### src/common/udtadc_regs.svh
`ifndef UDTADC_REGS_SVH
`define UDTADC_REGS_SVH
// ****************************************************************
// register byte offsets
// ****************************************************************
`define UDT_OFF_CTRL     8'h00
`define UDT_OFF_DIV      8'h04
`define UDT_OFF_STATUS   8'h08
`define UDT_OFF_CODE     8'h0c
`define UDT_OFF_IRQ_STAT 8'h10
`define UDT_OFF_IRQ_MASK 8'h14
// ****************************************************************
// field positions
// ****************************************************************
`define UDT_CTRL_RUN     0
`define UDT_CTRL_MODE_LO 1
`define UDT_CTRL_MODE_HI 2
`define UDT_ST_READY     0
`define UDT_ST_AT_MIN    1
`define UDT_ST_AT_MAX    2
`define UDT_ST_TRACK     3
`define UDT_EV_CHANGE    0
`define UDT_EV_READY     1
`define UDT_EV_LIMIT     2
// ****************************************************************
// reset values and timing counts
// ****************************************************************
`define UDT_CTRL_RST     3'h0
`define UDT_DIV_RST      16'h0000
`define UDT_MASK_RST     3'h0
`define UDT_CODE_RST     8'h00
`define UDT_ACQ_MAX      256
`endif

### src/common/udtadc_pkg.sv
package udtadc_pkg;
   // ****************************************************************
   // converter output modes and tracker states
   // ****************************************************************
   typedef enum logic [1:0] {
      UDT_MODE_ZERO_REF = 2'h0,
      UDT_MODE_ZERO_FS  = 2'h1,
      UDT_MODE_BIPOLAR  = 2'h2,
      UDT_MODE_RSVD     = 2'h3
   } udt_mode_t;

   typedef enum logic [1:0] {
      UDT_ST_IDLE  = 2'h0,
      UDT_ST_TRACK = 2'h1,
      UDT_ST_LOCK  = 2'h3
   } udt_state_t;
endpackage

### src/common/udtadc_if.sv
`timescale 1ns/1ns
`default_nettype none
// ****************************************************************
// count and mode from the tracker to the pin mapper
// ****************************************************************
interface udtadc_map_if
   import udtadc_pkg::*;
   #(parameter int CODE_W = 8);
   logic [CODE_W-1:0] count;
   udt_mode_t         mode;
   logic [CODE_W-1:0] dac_pins;
   logic [CODE_W-1:0] result;
   modport ctl (output count, output mode, input dac_pins, input result);
   modport map (input count, input mode, output dac_pins, output result);
endinterface
`default_nettype wire

### src/udtadc_map.sv
`timescale 1ns/1ns
`default_nettype none
// ****************************************************************
// binary count to converter pins and presented result
// ****************************************************************
module udtadc_map
   import udtadc_pkg::*;
(
   input  wire logic   core_clk,
   input  wire logic   reset_n,
   udtadc_map_if.map   mif
);
   // pin high parks a bit current at ground, low steers it to the
   // ladder; zero-reference mode therefore needs inverted codes
   always_ff @(posedge core_clk or negedge reset_n) begin
      if (!reset_n) begin
         mif.dac_pins <= '1;
         mif.result   <= '1;
      end else begin
         unique case (mif.mode)
            UDT_MODE_ZERO_REF: begin
               mif.dac_pins <= ~mif.count;
               mif.result   <= ~mif.count;
            end
            UDT_MODE_ZERO_FS: begin
               mif.dac_pins <= mif.count;
               mif.result   <= mif.count;
            end
            UDT_MODE_BIPOLAR: begin
               mif.dac_pins <= mif.count;
               mif.result   <= mif.count;
            end
            default: begin
               mif.dac_pins <= mif.count; // reserved acts as zero-fs
               mif.result   <= mif.count;
            end
         endcase
      end
   end
endmodule
`default_nettype wire

### src/udtadc_sync.sv
`timescale 1ns/1ns
`default_nettype none
// ****************************************************************
// three-stage input synchroniser with agreement filter
// ****************************************************************
module udtadc_sync #(
   parameter int W = 2
) (
   input  wire logic         core_clk,
   input  wire logic         reset_n,
   input  wire logic [W-1:0] pin,
   output logic      [W-1:0] level
);
   logic [W-1:0] s1_q;
   logic [W-1:0] s2_q;
   logic [W-1:0] s3_q;

   // shift chain; first stage feeds only the second
   always_ff @(posedge core_clk or negedge reset_n) begin
      if (!reset_n) begin
         s1_q <= '0;
         s2_q <= '0;
         s3_q <= '0;
      end else begin
         s1_q <= pin;
         s2_q <= s1_q;
         s3_q <= s2_q;
      end
   end

   // accept a new level per bit once stages two and three agree
   always_ff @(posedge core_clk or negedge reset_n) begin
      if (!reset_n) begin
         level <= '0;
      end else begin
         level <= (s2_q & s3_q) | (level & (s2_q | s3_q));
      end
   end
endmodule
`default_nettype wire

### src/udtadc_top.sv
// Behaviour
// - both comparators high: counter holds, data-ready asserted
// - outside window: count up or down each step, data-ready low
// - negative output mode presents the result in negative logic
// - counter moves at most one step per step pulse
// - acquisition may take up to 256 steps before data-ready
// - data-ready changes only when the balance condition or the run enable changes
// - data-ready change sets sticky flag; reader clears it after read
// - pin high parks bit current at ground, low feeds the ladder
// - zero-reference mode: low means one, larger code more negative
// - zero-full-scale mode: high means one, larger code more positive
// - bipolar: all low most negative, top bit only zero, all high +ref
`timescale 1ns/1ns
`default_nettype none
`include "udtadc_regs.svh"
module udtadc_top
   import udtadc_pkg::*;
#(
   parameter int CODE_W = 8,
   parameter int DIV_W  = 16
) (
   input  wire logic              core_clk,
   input  wire logic              reset_n,
   // ahb-lite slave
   input  wire logic              hsel,
   input  wire logic [31:0]       haddr,
   input  wire logic [1:0]        htrans,
   input  wire logic              hwrite,
   input  wire logic [2:0]        hsize,
   input  wire logic [31:0]       hwdata,
   input  wire logic              hready,
   output logic                   hreadyout,
   output logic [31:0]            hrdata,
   output logic                   hresp,
   // window comparators, high while inside their half-lsb limit
   input  wire logic              cmp_below_ok,
   input  wire logic              cmp_above_ok,
   // converter pins and results
   output logic [CODE_W-1:0]      dac_code,
   output logic [CODE_W-1:0]      result_code,
   output logic                   data_ready,
   output logic                   irq
);
   // ****************************************************************
   // declarations
   // ****************************************************************
   localparam int EV_W = 3;

   logic                dp_valid_q;
   logic                dp_write_q;
   logic [7:0]          dp_addr_q;
   logic                rd_ok_q;
   logic [31:0]         rdata_q;
   logic [31:0]         rdata_d;
   logic                wr_en;
   logic                addr_take;

   logic                run_q;
   udt_mode_t           mode_q;
   logic [DIV_W-1:0]    div_q;
   logic [DIV_W-1:0]    div_cnt_q;
   logic                step_en;

   logic [1:0]          cmp_level;
   logic                below_ok;
   logic                above_ok;
   logic                balanced;

   udt_state_t          state_q;
   udt_state_t          state_d;
   logic [CODE_W-1:0]   count_q;
   logic                at_min;
   logic                at_max;
   logic                want_up;
   logic                want_down;
   logic                limit_hit;

   logic                ready_prev_q;
   logic [EV_W-1:0]     ev_set;
   logic [EV_W-1:0]     ev_clr;
   logic [EV_W-1:0]     irq_stat_q;
   logic [EV_W-1:0]     irq_mask_q;

   udtadc_map_if #(.CODE_W(CODE_W)) map_bus ();

   // ****************************************************************
   // address decode helper
   // ****************************************************************
   function automatic logic hit(input logic [7:0] a,
                                input logic [7:0] off);
      hit = (a == off);
   endfunction

   // ****************************************************************
   // ahb-lite slave: writes take no wait, reads take one
   // ****************************************************************
   assign addr_take = hsel & htrans[1] & hready;

   // capture the address phase of each accepted transfer
   always_ff @(posedge core_clk or negedge reset_n) begin
      if (!reset_n) begin
         dp_valid_q <= 1'b0;
         dp_write_q <= 1'b0;
         dp_addr_q  <= 8'h00;
      end else if (hready) begin
         dp_valid_q <= addr_take;
         dp_write_q <= hwrite;
         dp_addr_q  <= {haddr[7:2], 2'b00};
      end
   end

   // read wait state: first data-phase cycle loads the read register
   always_ff @(posedge core_clk or negedge reset_n) begin
      if (!reset_n) begin
         rd_ok_q <= 1'b0;
      end else begin
         rd_ok_q <= dp_valid_q & ~dp_write_q & ~rd_ok_q;
      end
   end

   assign hreadyout = ~(dp_valid_q & ~dp_write_q & ~rd_ok_q);
   assign hresp     = 1'b0;
   assign wr_en     = dp_valid_q & dp_write_q;

   // read multiplexer; unmapped words read as zero
   always_comb begin
      rdata_d = 32'h0000_0000;
      if (hit(dp_addr_q, `UDT_OFF_CTRL)) begin
         rdata_d[`UDT_CTRL_RUN] = run_q;
         rdata_d[`UDT_CTRL_MODE_HI:`UDT_CTRL_MODE_LO] = mode_q;
      end else if (hit(dp_addr_q, `UDT_OFF_DIV)) begin
         rdata_d[DIV_W-1:0] = div_q;
      end else if (hit(dp_addr_q, `UDT_OFF_STATUS)) begin
         rdata_d[`UDT_ST_READY]  = data_ready;
         rdata_d[`UDT_ST_AT_MIN] = at_min;
         rdata_d[`UDT_ST_AT_MAX] = at_max;
         rdata_d[`UDT_ST_TRACK]  = (state_q == UDT_ST_TRACK);
      end else if (hit(dp_addr_q, `UDT_OFF_CODE)) begin
         rdata_d[CODE_W-1:0] = count_q;
      end else if (hit(dp_addr_q, `UDT_OFF_IRQ_STAT)) begin
         rdata_d[EV_W-1:0] = irq_stat_q;
      end else if (hit(dp_addr_q, `UDT_OFF_IRQ_MASK)) begin
         rdata_d[EV_W-1:0] = irq_mask_q;
      end
   end

   // read data register
   always_ff @(posedge core_clk or negedge reset_n) begin
      if (!reset_n) begin
         rdata_q <= 32'h0000_0000;
      end else if (dp_valid_q & ~dp_write_q & ~rd_ok_q) begin
         rdata_q <= rdata_d;
      end
   end

   assign hrdata = rdata_q;

   // ****************************************************************
   // control registers
   // ****************************************************************
   // run enable and output mode
   always_ff @(posedge core_clk or negedge reset_n) begin
      if (!reset_n) begin
         run_q  <= 1'b0;
         mode_q <= UDT_MODE_ZERO_REF;
      end else if (wr_en && hit(dp_addr_q, `UDT_OFF_CTRL)) begin
         run_q  <= hwdata[`UDT_CTRL_RUN];
         mode_q <= udt_mode_t'(hwdata[`UDT_CTRL_MODE_HI:`UDT_CTRL_MODE_LO]);
      end
   end

   // step divider reload value; zero steps on every clock
   always_ff @(posedge core_clk or negedge reset_n) begin
      if (!reset_n) begin
         div_q <= `UDT_DIV_RST;
      end else if (wr_en && hit(dp_addr_q, `UDT_OFF_DIV)) begin
         div_q <= hwdata[DIV_W-1:0];
      end
   end

   // interrupt mask, same layout as the interrupt status word
   always_ff @(posedge core_clk or negedge reset_n) begin
      if (!reset_n) begin
         irq_mask_q <= `UDT_MASK_RST;
      end else if (wr_en && hit(dp_addr_q, `UDT_OFF_IRQ_MASK)) begin
         irq_mask_q <= hwdata[EV_W-1:0];
      end
   end

   // ****************************************************************
   // step clock divider
   // ****************************************************************
   // one-cycle step pulse every div_q+1 clocks
   always_ff @(posedge core_clk or negedge reset_n) begin
      if (!reset_n) begin
         div_cnt_q <= '0;
      end else if (!run_q || div_cnt_q == '0) begin
         div_cnt_q <= div_q;
      end else begin
         div_cnt_q <= div_cnt_q - 1'b1;
      end
   end

   assign step_en = run_q & (div_cnt_q == '0);

   // ****************************************************************
   // comparator synchronisers
   // ****************************************************************
   udtadc_sync #(.W(2)) u_sync (
      .core_clk (core_clk),
      .reset_n  (reset_n),
      .pin      ({cmp_above_ok, cmp_below_ok}),
      .level    (cmp_level)
   );

   assign below_ok = cmp_level[0];
   assign above_ok = cmp_level[1];
   assign balanced = below_ok & above_ok;

   // ****************************************************************
   // tracker state machine
   // ****************************************************************
   // lock follows the balance window while run is set, so ready moves only with it or with run
   always_comb begin
      state_d = state_q;
      unique case (state_q)
         UDT_ST_IDLE: begin
            if (run_q) begin
               state_d = UDT_ST_TRACK;
            end
         end
         UDT_ST_TRACK: begin
            if (!run_q) begin
               state_d = UDT_ST_IDLE;
            end else if (balanced) begin
               state_d = UDT_ST_LOCK;
            end
         end
         UDT_ST_LOCK: begin
            if (!run_q) begin
               state_d = UDT_ST_IDLE;
            end else if (!balanced) begin
               state_d = UDT_ST_TRACK;
            end
         end
         default: begin
            state_d = UDT_ST_IDLE;
         end
      endcase
   end

   // state register
   always_ff @(posedge core_clk or negedge reset_n) begin
      if (!reset_n) begin
         state_q <= UDT_ST_IDLE;
      end else begin
         state_q <= state_d;
      end
   end

   // data-ready output flop, high only while locked
   always_ff @(posedge core_clk or negedge reset_n) begin
      if (!reset_n) begin
         data_ready <= 1'b0;
      end else begin
         data_ready <= (state_d == UDT_ST_LOCK);
      end
   end

   // ****************************************************************
   // up/down counter
   // ****************************************************************
   assign at_min    = (count_q == '0);
   assign at_max    = (count_q == '1);
   // below window: converter short of input, so count up
   assign want_up   = ~below_ok & above_ok;
   assign want_down = below_ok & ~above_ok;
   assign limit_hit = (state_q == UDT_ST_TRACK) & step_en &
                      ((want_up & at_max) | (want_down & at_min));

   // one step per pulse, clamped at both ends; preset when stopped
   always_ff @(posedge core_clk or negedge reset_n) begin
      if (!reset_n) begin
         count_q <= `UDT_CODE_RST;
      end else if (!run_q) begin
         if (wr_en && hit(dp_addr_q, `UDT_OFF_CODE)) begin
            count_q <= hwdata[CODE_W-1:0];
         end
      end else if (state_q == UDT_ST_TRACK && step_en && !balanced) begin
         if (want_up && !at_max) begin
            count_q <= count_q + 1'b1;
         end else if (want_down && !at_min) begin
            count_q <= count_q - 1'b1;
         end
      end
   end

   // ****************************************************************
   // converter pin mapping
   // ****************************************************************
   assign map_bus.count = count_q;
   assign map_bus.mode  = mode_q;

   // all code bits drive pins; cascading is wired outside
   udtadc_map u_map (
      .core_clk (core_clk),
      .reset_n  (reset_n),
      .mif      (map_bus)
   );

   assign dac_code    = map_bus.dac_pins;
   assign result_code = map_bus.result;

   // ****************************************************************
   // events and interrupt
   // ****************************************************************
   // previous data-ready level for edge detection
   always_ff @(posedge core_clk or negedge reset_n) begin
      if (!reset_n) begin
         ready_prev_q <= 1'b0;
      end else begin
         ready_prev_q <= data_ready;
      end
   end

   // event sources
   always_comb begin
      ev_set = '0;
      ev_set[`UDT_EV_CHANGE] = data_ready ^ ready_prev_q;
      ev_set[`UDT_EV_READY]  = data_ready & ~ready_prev_q;
      ev_set[`UDT_EV_LIMIT]  = limit_hit;
   end

   // write-one-to-clear strobes
   always_comb begin
      ev_clr = '0;
      if (wr_en && hit(dp_addr_q, `UDT_OFF_IRQ_STAT)) begin
         ev_clr = hwdata[EV_W-1:0];
      end
   end

   // sticky status, a new event beats a clear in the same cycle
   always_ff @(posedge core_clk or negedge reset_n) begin
      if (!reset_n) begin
         irq_stat_q <= '0;
      end else begin
         irq_stat_q <= (irq_stat_q & ~ev_clr) | ev_set;
      end
   end

   // level interrupt while any unmasked status bit stands
   always_ff @(posedge core_clk or negedge reset_n) begin
      if (!reset_n) begin
         irq <= 1'b0;
      end else begin
         irq <= |(((irq_stat_q & ~ev_clr) | ev_set) & irq_mask_q);
      end
   end

endmodule
`default_nettype wire

### config.mk
export PLATFORM = sky130hd
export DESIGN_NAME = udtadc_top
export DESIGN_NICKNAME = d
export VERILOG_FILES = /design/src/common/udtadc_pkg.sv /design/src/common/udtadc_if.sv /design/src/udtadc_map.sv /design/src/udtadc_sync.sv /design/src/udtadc_top.sv
export VERILOG_INCLUDE_DIRS = /design/src /design/src/common
export SDC_FILE = /design/constraint.sdc
export NUM_CORES = 1
export LEC_CHECK = 0
export ABC_AREA = 1
export BUFFER_PORTS_ARGS = -buffer_cell sky130_fd_sc_hd__buf_2
export CAP_MARGIN = 30
export CORE_MARGIN = 8
export CORE_UTILIZATION = 48
export DETAILED_ROUTE_END_ITERATION = 12
export PLACE_DENSITY = 0.83
export SLEW_MARGIN = 20
export SYNTH_ARGS = -nofsm -noshare
export SYNTH_HDL_FRONTEND = slang
export SYNTH_SLANG_ARGS = --single-unit
export TNS_END_PERCENT = 100
### constraint.sdc
create_clock -name core_clk -period 2.1 [get_ports core_clk]
set_input_delay 0.63 -clock core_clk [delete_from_list [all_inputs] [get_ports core_clk]]
set_output_delay 0.63 -clock core_clk [all_outputs]
set_load 0.005 [all_outputs]
# ---- Yosys cells after proc, flatten, opt, wreduce, memory -nomap -nowiden
# Index checks and enable logic that the tools add are counted.
dict set report totals {
  ff_bits 95
  out_inout_bits 52
  elab_cells 112
}
dict set report op_classes {
  add_sub_neg 3
  n_eq_ne 11
  mux 24
  bitwise_logic 31
  reduce_logical 22
}
# op n
set op_table {}
lappend op_table {{8-bit 2-to-1 mux} 8}
lappend op_table {{16-bit zero test} 1}
lappend op_table {{8-bit zero test} 2}
lappend op_table {{16-bit 2-to-1 mux} 1}
lappend op_table {{16-bit by 1-bit subtractor with 16-bit output (second input constant)} 1}
lappend op_table {{3-bit 2-to-1 mux} 5}
lappend op_table {{1-bit AND} 14}
lappend op_table {{13-bit 2-to-1 mux} 1}
lappend op_table {{6-bit by 2-bit equality test with 1-bit output (second input constant)} 2}
lappend op_table {{6-bit by 3-bit equality test with 1-bit output (second input constant)} 2}
lappend op_table {{2-bit 2-to-1 mux} 5}
lappend op_table {{1-bit logical AND} 9}
lappend op_table {{8-bit by 1-bit adder with 8-bit output (second input constant)} 1}
lappend op_table {{8-bit equality test (second input constant)} 1}
lappend op_table {{4-bit 2-to-1 mux} 2}
lappend op_table {{8-bit NOT} 1}
lappend op_table {{8-bit by 1-bit subtractor with 8-bit output (second input constant)} 1}
lappend op_table {{3-bit AND} 2}
lappend op_table {{6-bit by 1-bit equality test with 1-bit output (second input constant)} 1}
lappend op_table {{1-bit NOT} 6}
lappend op_table {{2-bit one-hot mux with 3 select lines} 1}
lappend op_table {{5-bit 2-to-1 mux} 1}
lappend op_table {{2-bit AND} 2}
lappend op_table {{2-bit equality test (second input constant)} 2}
lappend op_table {{other kinds (14)} 19}

# ---- Depth between registers and ports, before layout
dict set report logic_depth {
  word_depth 8
  depth_mapped 15
  mapped_depth_nobuf 14
}

# ---- By module
# A second synthesis with hierarchy kept.
dict set report unflattened {
  cells_unflattened 588
  hier_area_um2 4914.7
}
# mod instances cells_per_inst area_each_um2 seq_area_each_um2
set modules_own_cells {}
lappend modules_own_cells {udtadc_top 1 523 4270.3 1976.9}
lappend modules_own_cells {udtadc_map 1 49 411.6 210.2}
lappend modules_own_cells {udtadc_sync 1 16 232.7 200.2}

# ---- Worst setup path before layout
# OpenSTA, ideal clock, no wires.
dict set report synth_path {
  path_kind {register -> register}
  start {register count_q[0]}
  end {register count_q[6]}
  arrival_ns 1.834
  required_ns 1.983
  slack_ns 0.149
  stages_incl_launch_ff 13
  cell_sequence {dfrtp_1 -> buf_4 -> nand2_1 -> nor2_1 -> nand2_1 -> nand2_2 -> ha_1 -> a21oi_1 -> or2_2 -> nand4_1 -> nand3_1 -> nand3_2 -> nand2_1}
}
dict set report synth_between {
  elab_chain_cells 6
  word_cells_on_any_way 14
}
# item line
set synth_rtl {}
lappend synth_rtl {{start: declaration} udtadc_top.sv:71} ;# logic [CODE_W-1:0] count_q;
lappend synth_rtl {{start signal: assignment} udtadc_top.sv:284} ;# count_q <= `UDT_CODE_RST;
lappend synth_rtl {{start signal: assignment} udtadc_top.sv:287} ;# count_q <= hwdata[CODE_W-1:0];
lappend synth_rtl {{start signal: assignment} udtadc_top.sv:291} ;# count_q <= count_q + 1'b1;
lappend synth_rtl {{branches (longest 6 deep; another with 8-bit by 1-bit subtractor with 8-bit output)} -}
# Several ways; the timed one is not identified. The select of a mux whose other input is x is not followed.
# A chain may end at the register's enable or synchronous reset.

# ---- Worst setup path after layout
dict set report layout_path {
  start {register count_q[6]}
  end {register count_q[7]}
}
# Same word-level chain as after synthesis.

==> flow_summary.ini <==
[critical_path]
r2r-start = count_q[6]
r2r_end = count_q[7]
startpoint = count_q[6]
crit_path_end = count_q[7]
crit_arrival_ns = 2.30
cp.required_ns = 2.40
crit_type = flop to flop
reg2reg_setup_slack_ns = 0.10
reg2reg_depth = 15
cp-start-kind = flop
endpoint_kind = flop
cp_max_fo = 8

[die]
core_mm2 = 0.01014
start_util = 0.4838
die_x_um = 117.1
dieArea_mm2 = 0.01371
fp.dieH_um = 117.1
ios = 128
rows = 37

[placed_design]
place_area_mm2 = 0.005371
dp_slack_ns = -0.04070
placed_cells = 769
port_buffers = 64
gp_congestion = 0.8719
post-dp-hpwl_um = 8537

[grt]
grt_pass1_wl_um = 18640
use_met2 = 0.2961
gr-total-overflow = 0
gr-usage-all-layers = 0.1741
met3_usage = 0.02925
top_usage_layer = met2
grt_antenna_before_repair = 0
grt_pass1_vias = 4011
grt_util_met1 = 0.2108
grt_start_max_net_pins = 61

[yosys]
yosysMostFrequentCell = nand2_1
ys_seq_elements = 95
synth-warning-count = 0
synth_cell_types = 42
async_flop_share = 1.000
synth_cells = 568
ys_top_cells_by_count = nand2_1 (136), dfrtp_1 (87), inv_1 (61), nor2_1 (45), o21ai_0 (43)
synth_top_area_share = 0.4439
yosysTopAreaCell = dfrtp_1
ys_top_cells_by_area = dfrtp_1 (44%), nand2_1 (10%), inv_1 (4.7%)
mappedNetlistArea_mm2 = 0.004905
ys_seq_area_frac = 0.4867
ys.flop_type = dfrtp_1
syn_avg_cell_area_um2 = 8.635
synth-edff-count = 0

[power]
power_frac_comb = 0.245
seqPwrFrac = 0.490
intPower_mw = 3.297
power.total_mw = 4.919
p_sw_mw = 1.621
p_leak_nw = 2.847
swShare = 0.3296
ir_drop_mv = 0.3973
power_density_mw_per_mm2 = 864.7
clkPwrFrac = 0.265

[outcome]
status = finished, final reports clean

[sta]
fin_skew_ns = 0.01232
max_slew_margin = 0.5983
worstMarginPinSlew_ns = 0.6019
period_share = 0.9522
finalSetupTns_ns = 0
slew_viol_final = 0
hold_viol = 0
setup_violations = 0
layout_setup_ws_ns = 0.1005
period_needed_ns = 2.000
max_freq_mhz = 500.1
holdWs_ns = 0.2504

[routing]
drt_pass1_iterations = 5
wirelength_um = 11320
route.detailed.drc = 0
wl_per_cell_um = 14.33
dr.first_iter.drc_count = 210
vias = 3994
via_per_inst = 5.056
ant_nets = 0

[cells_and_area]
finalNonFillerCells = 790
area_delta_synth_final_pct = 15.97
drive_above_1_share = 0.2584
final_cell_area_mm2 = 0.005688
utilization = 0.5610
antenna_cells = 0
nets = 736

[clock_network]
clkSlewWorstSetupHoldPaths_ns = 0.08
cts_tree = yes
clk_latency_ns = 0.37
cts-root-buf = clkbuf_8
ctsHoldBuffers = 0
cts_buffer_depth = 2
htree_levels = 3
numClockSinks = 95
cts_buffers = 9

[job]
drv_cap = 0

[min_path]
hp-class = primary input to asynchronous set/reset pin
-- how the worst min path moves through the flow --
stage              startpoint        endpoint  depth (start not counted)
2_1_floorplan         reset_n      count_q[0]                          0
3_3_place_gp   u_sync.s1_q[0]  u_sync.s2_q[0]                          0
3_5_place_dp   u_sync.s1_q[0]  u_sync.s2_q[0]                          0
4_1_cts               reset_n      count_q[6]                          2
5_1_grt               reset_n      count_q[6]                          2
6_report              reset_n      count_q[6]                          2
-- area by class of cell --
class,count,area (µm²)
fill,893,4451
timing repair buffer,93,553.0
tap,136,170.2
clock inverter,5,81.33
sequential,95,2387
clock buffer,11,131.4
inverter,62,232.7
multi-input combinational,388,2132
-- repair_timing --
action | 4_1_cts | 5_1_grt
cloned | 0 | 0
pin swaps | 0 | 3
setup buffers | 0 | 5
setup endpoints to repair | 2 | 5
gates resized for setup | 2 | 14
-- cell usage in the layout, fill, tap and decap left out, types with 9 or more instances in the layout --
master and instances:
a21oi_1 20, buf_2 63, buf_4 29, clkbuf_8 9
conb_1 17, dfrtp_1 87, inv_1 61, nand2_1 133
nand3_1 28, nor2_1 41, nor2_2 11, o21ai_0 43
xor2_1 13
-- state kept, by name, summed over array words and instances, names as in the netlist, 2 cells and up --
name	cells
map_bus.mode	2
dp_addr_q	6
count_q	8
irq_stat_q	3
irq_mask_q	3
div_cnt_q	16
u_sync.level	2
state_q	2
div_q	16
u_sync.s1_q	2
u_sync.s3_q	2
hrdata	16
u_map.mif.dac_pins	8
u_sync.s2_q	2
-- power groups by stage --
stage               clock network [mW]  registers, mW  logic (mW)
floorplan                            0           2.38       0.878
global placement                     0           2.42        1.10
detailed placement                   0           2.44        1.16
CTS                               1.34           2.40        1.17
global route                      1.40           2.45        1.36
finish                            1.30           2.41        1.21
-- cells by family after synthesis --
| logic type | after synthesis | synth area share |
|---|---|---|
| adders and majority gates | 13 | 0.03367 |
| and+or+nand+nor | 255 | 0.2403 |
| DFF | 95 | 0.4867 |
| other | 1 | 0.0007646 |
| muxes | 6 | 0.01377 |
| buffers and inverters | 101 | 0.1043 |
| AOI/OAI and AO/OA | 78 | 0.08648 |
| xor gates and xnor gates | 19 | 0.03393 |
-- worst max-delay path: stages, from the launching register on --
cell	delay [ns]
dfrtp_1	0.38
nand2_2	0.08
nor2_4	0.17
nand2_4	0.08
nand2_4	0.12
buf_4	0.13
ha_1	0.24
nand2_1	0.10
inv_1	0.05
nand2_1	0.08
nand2_1	0.07
a21oi_2	0.10
nand3_1	0.10
nand3_2	0.09
nand3_2	0.07
nand2_1	0.07
-- routing by layer --
layer	part of all wire	wire length (µm)	vias to the layer above
li1	-	-	1935
met1	0.41	4676	1906
met2	0.51	5773	122
met3	0.049	559	31
met4	0.027	311	0
met5	0	0	-
Power figures use the tool's default switching activity.
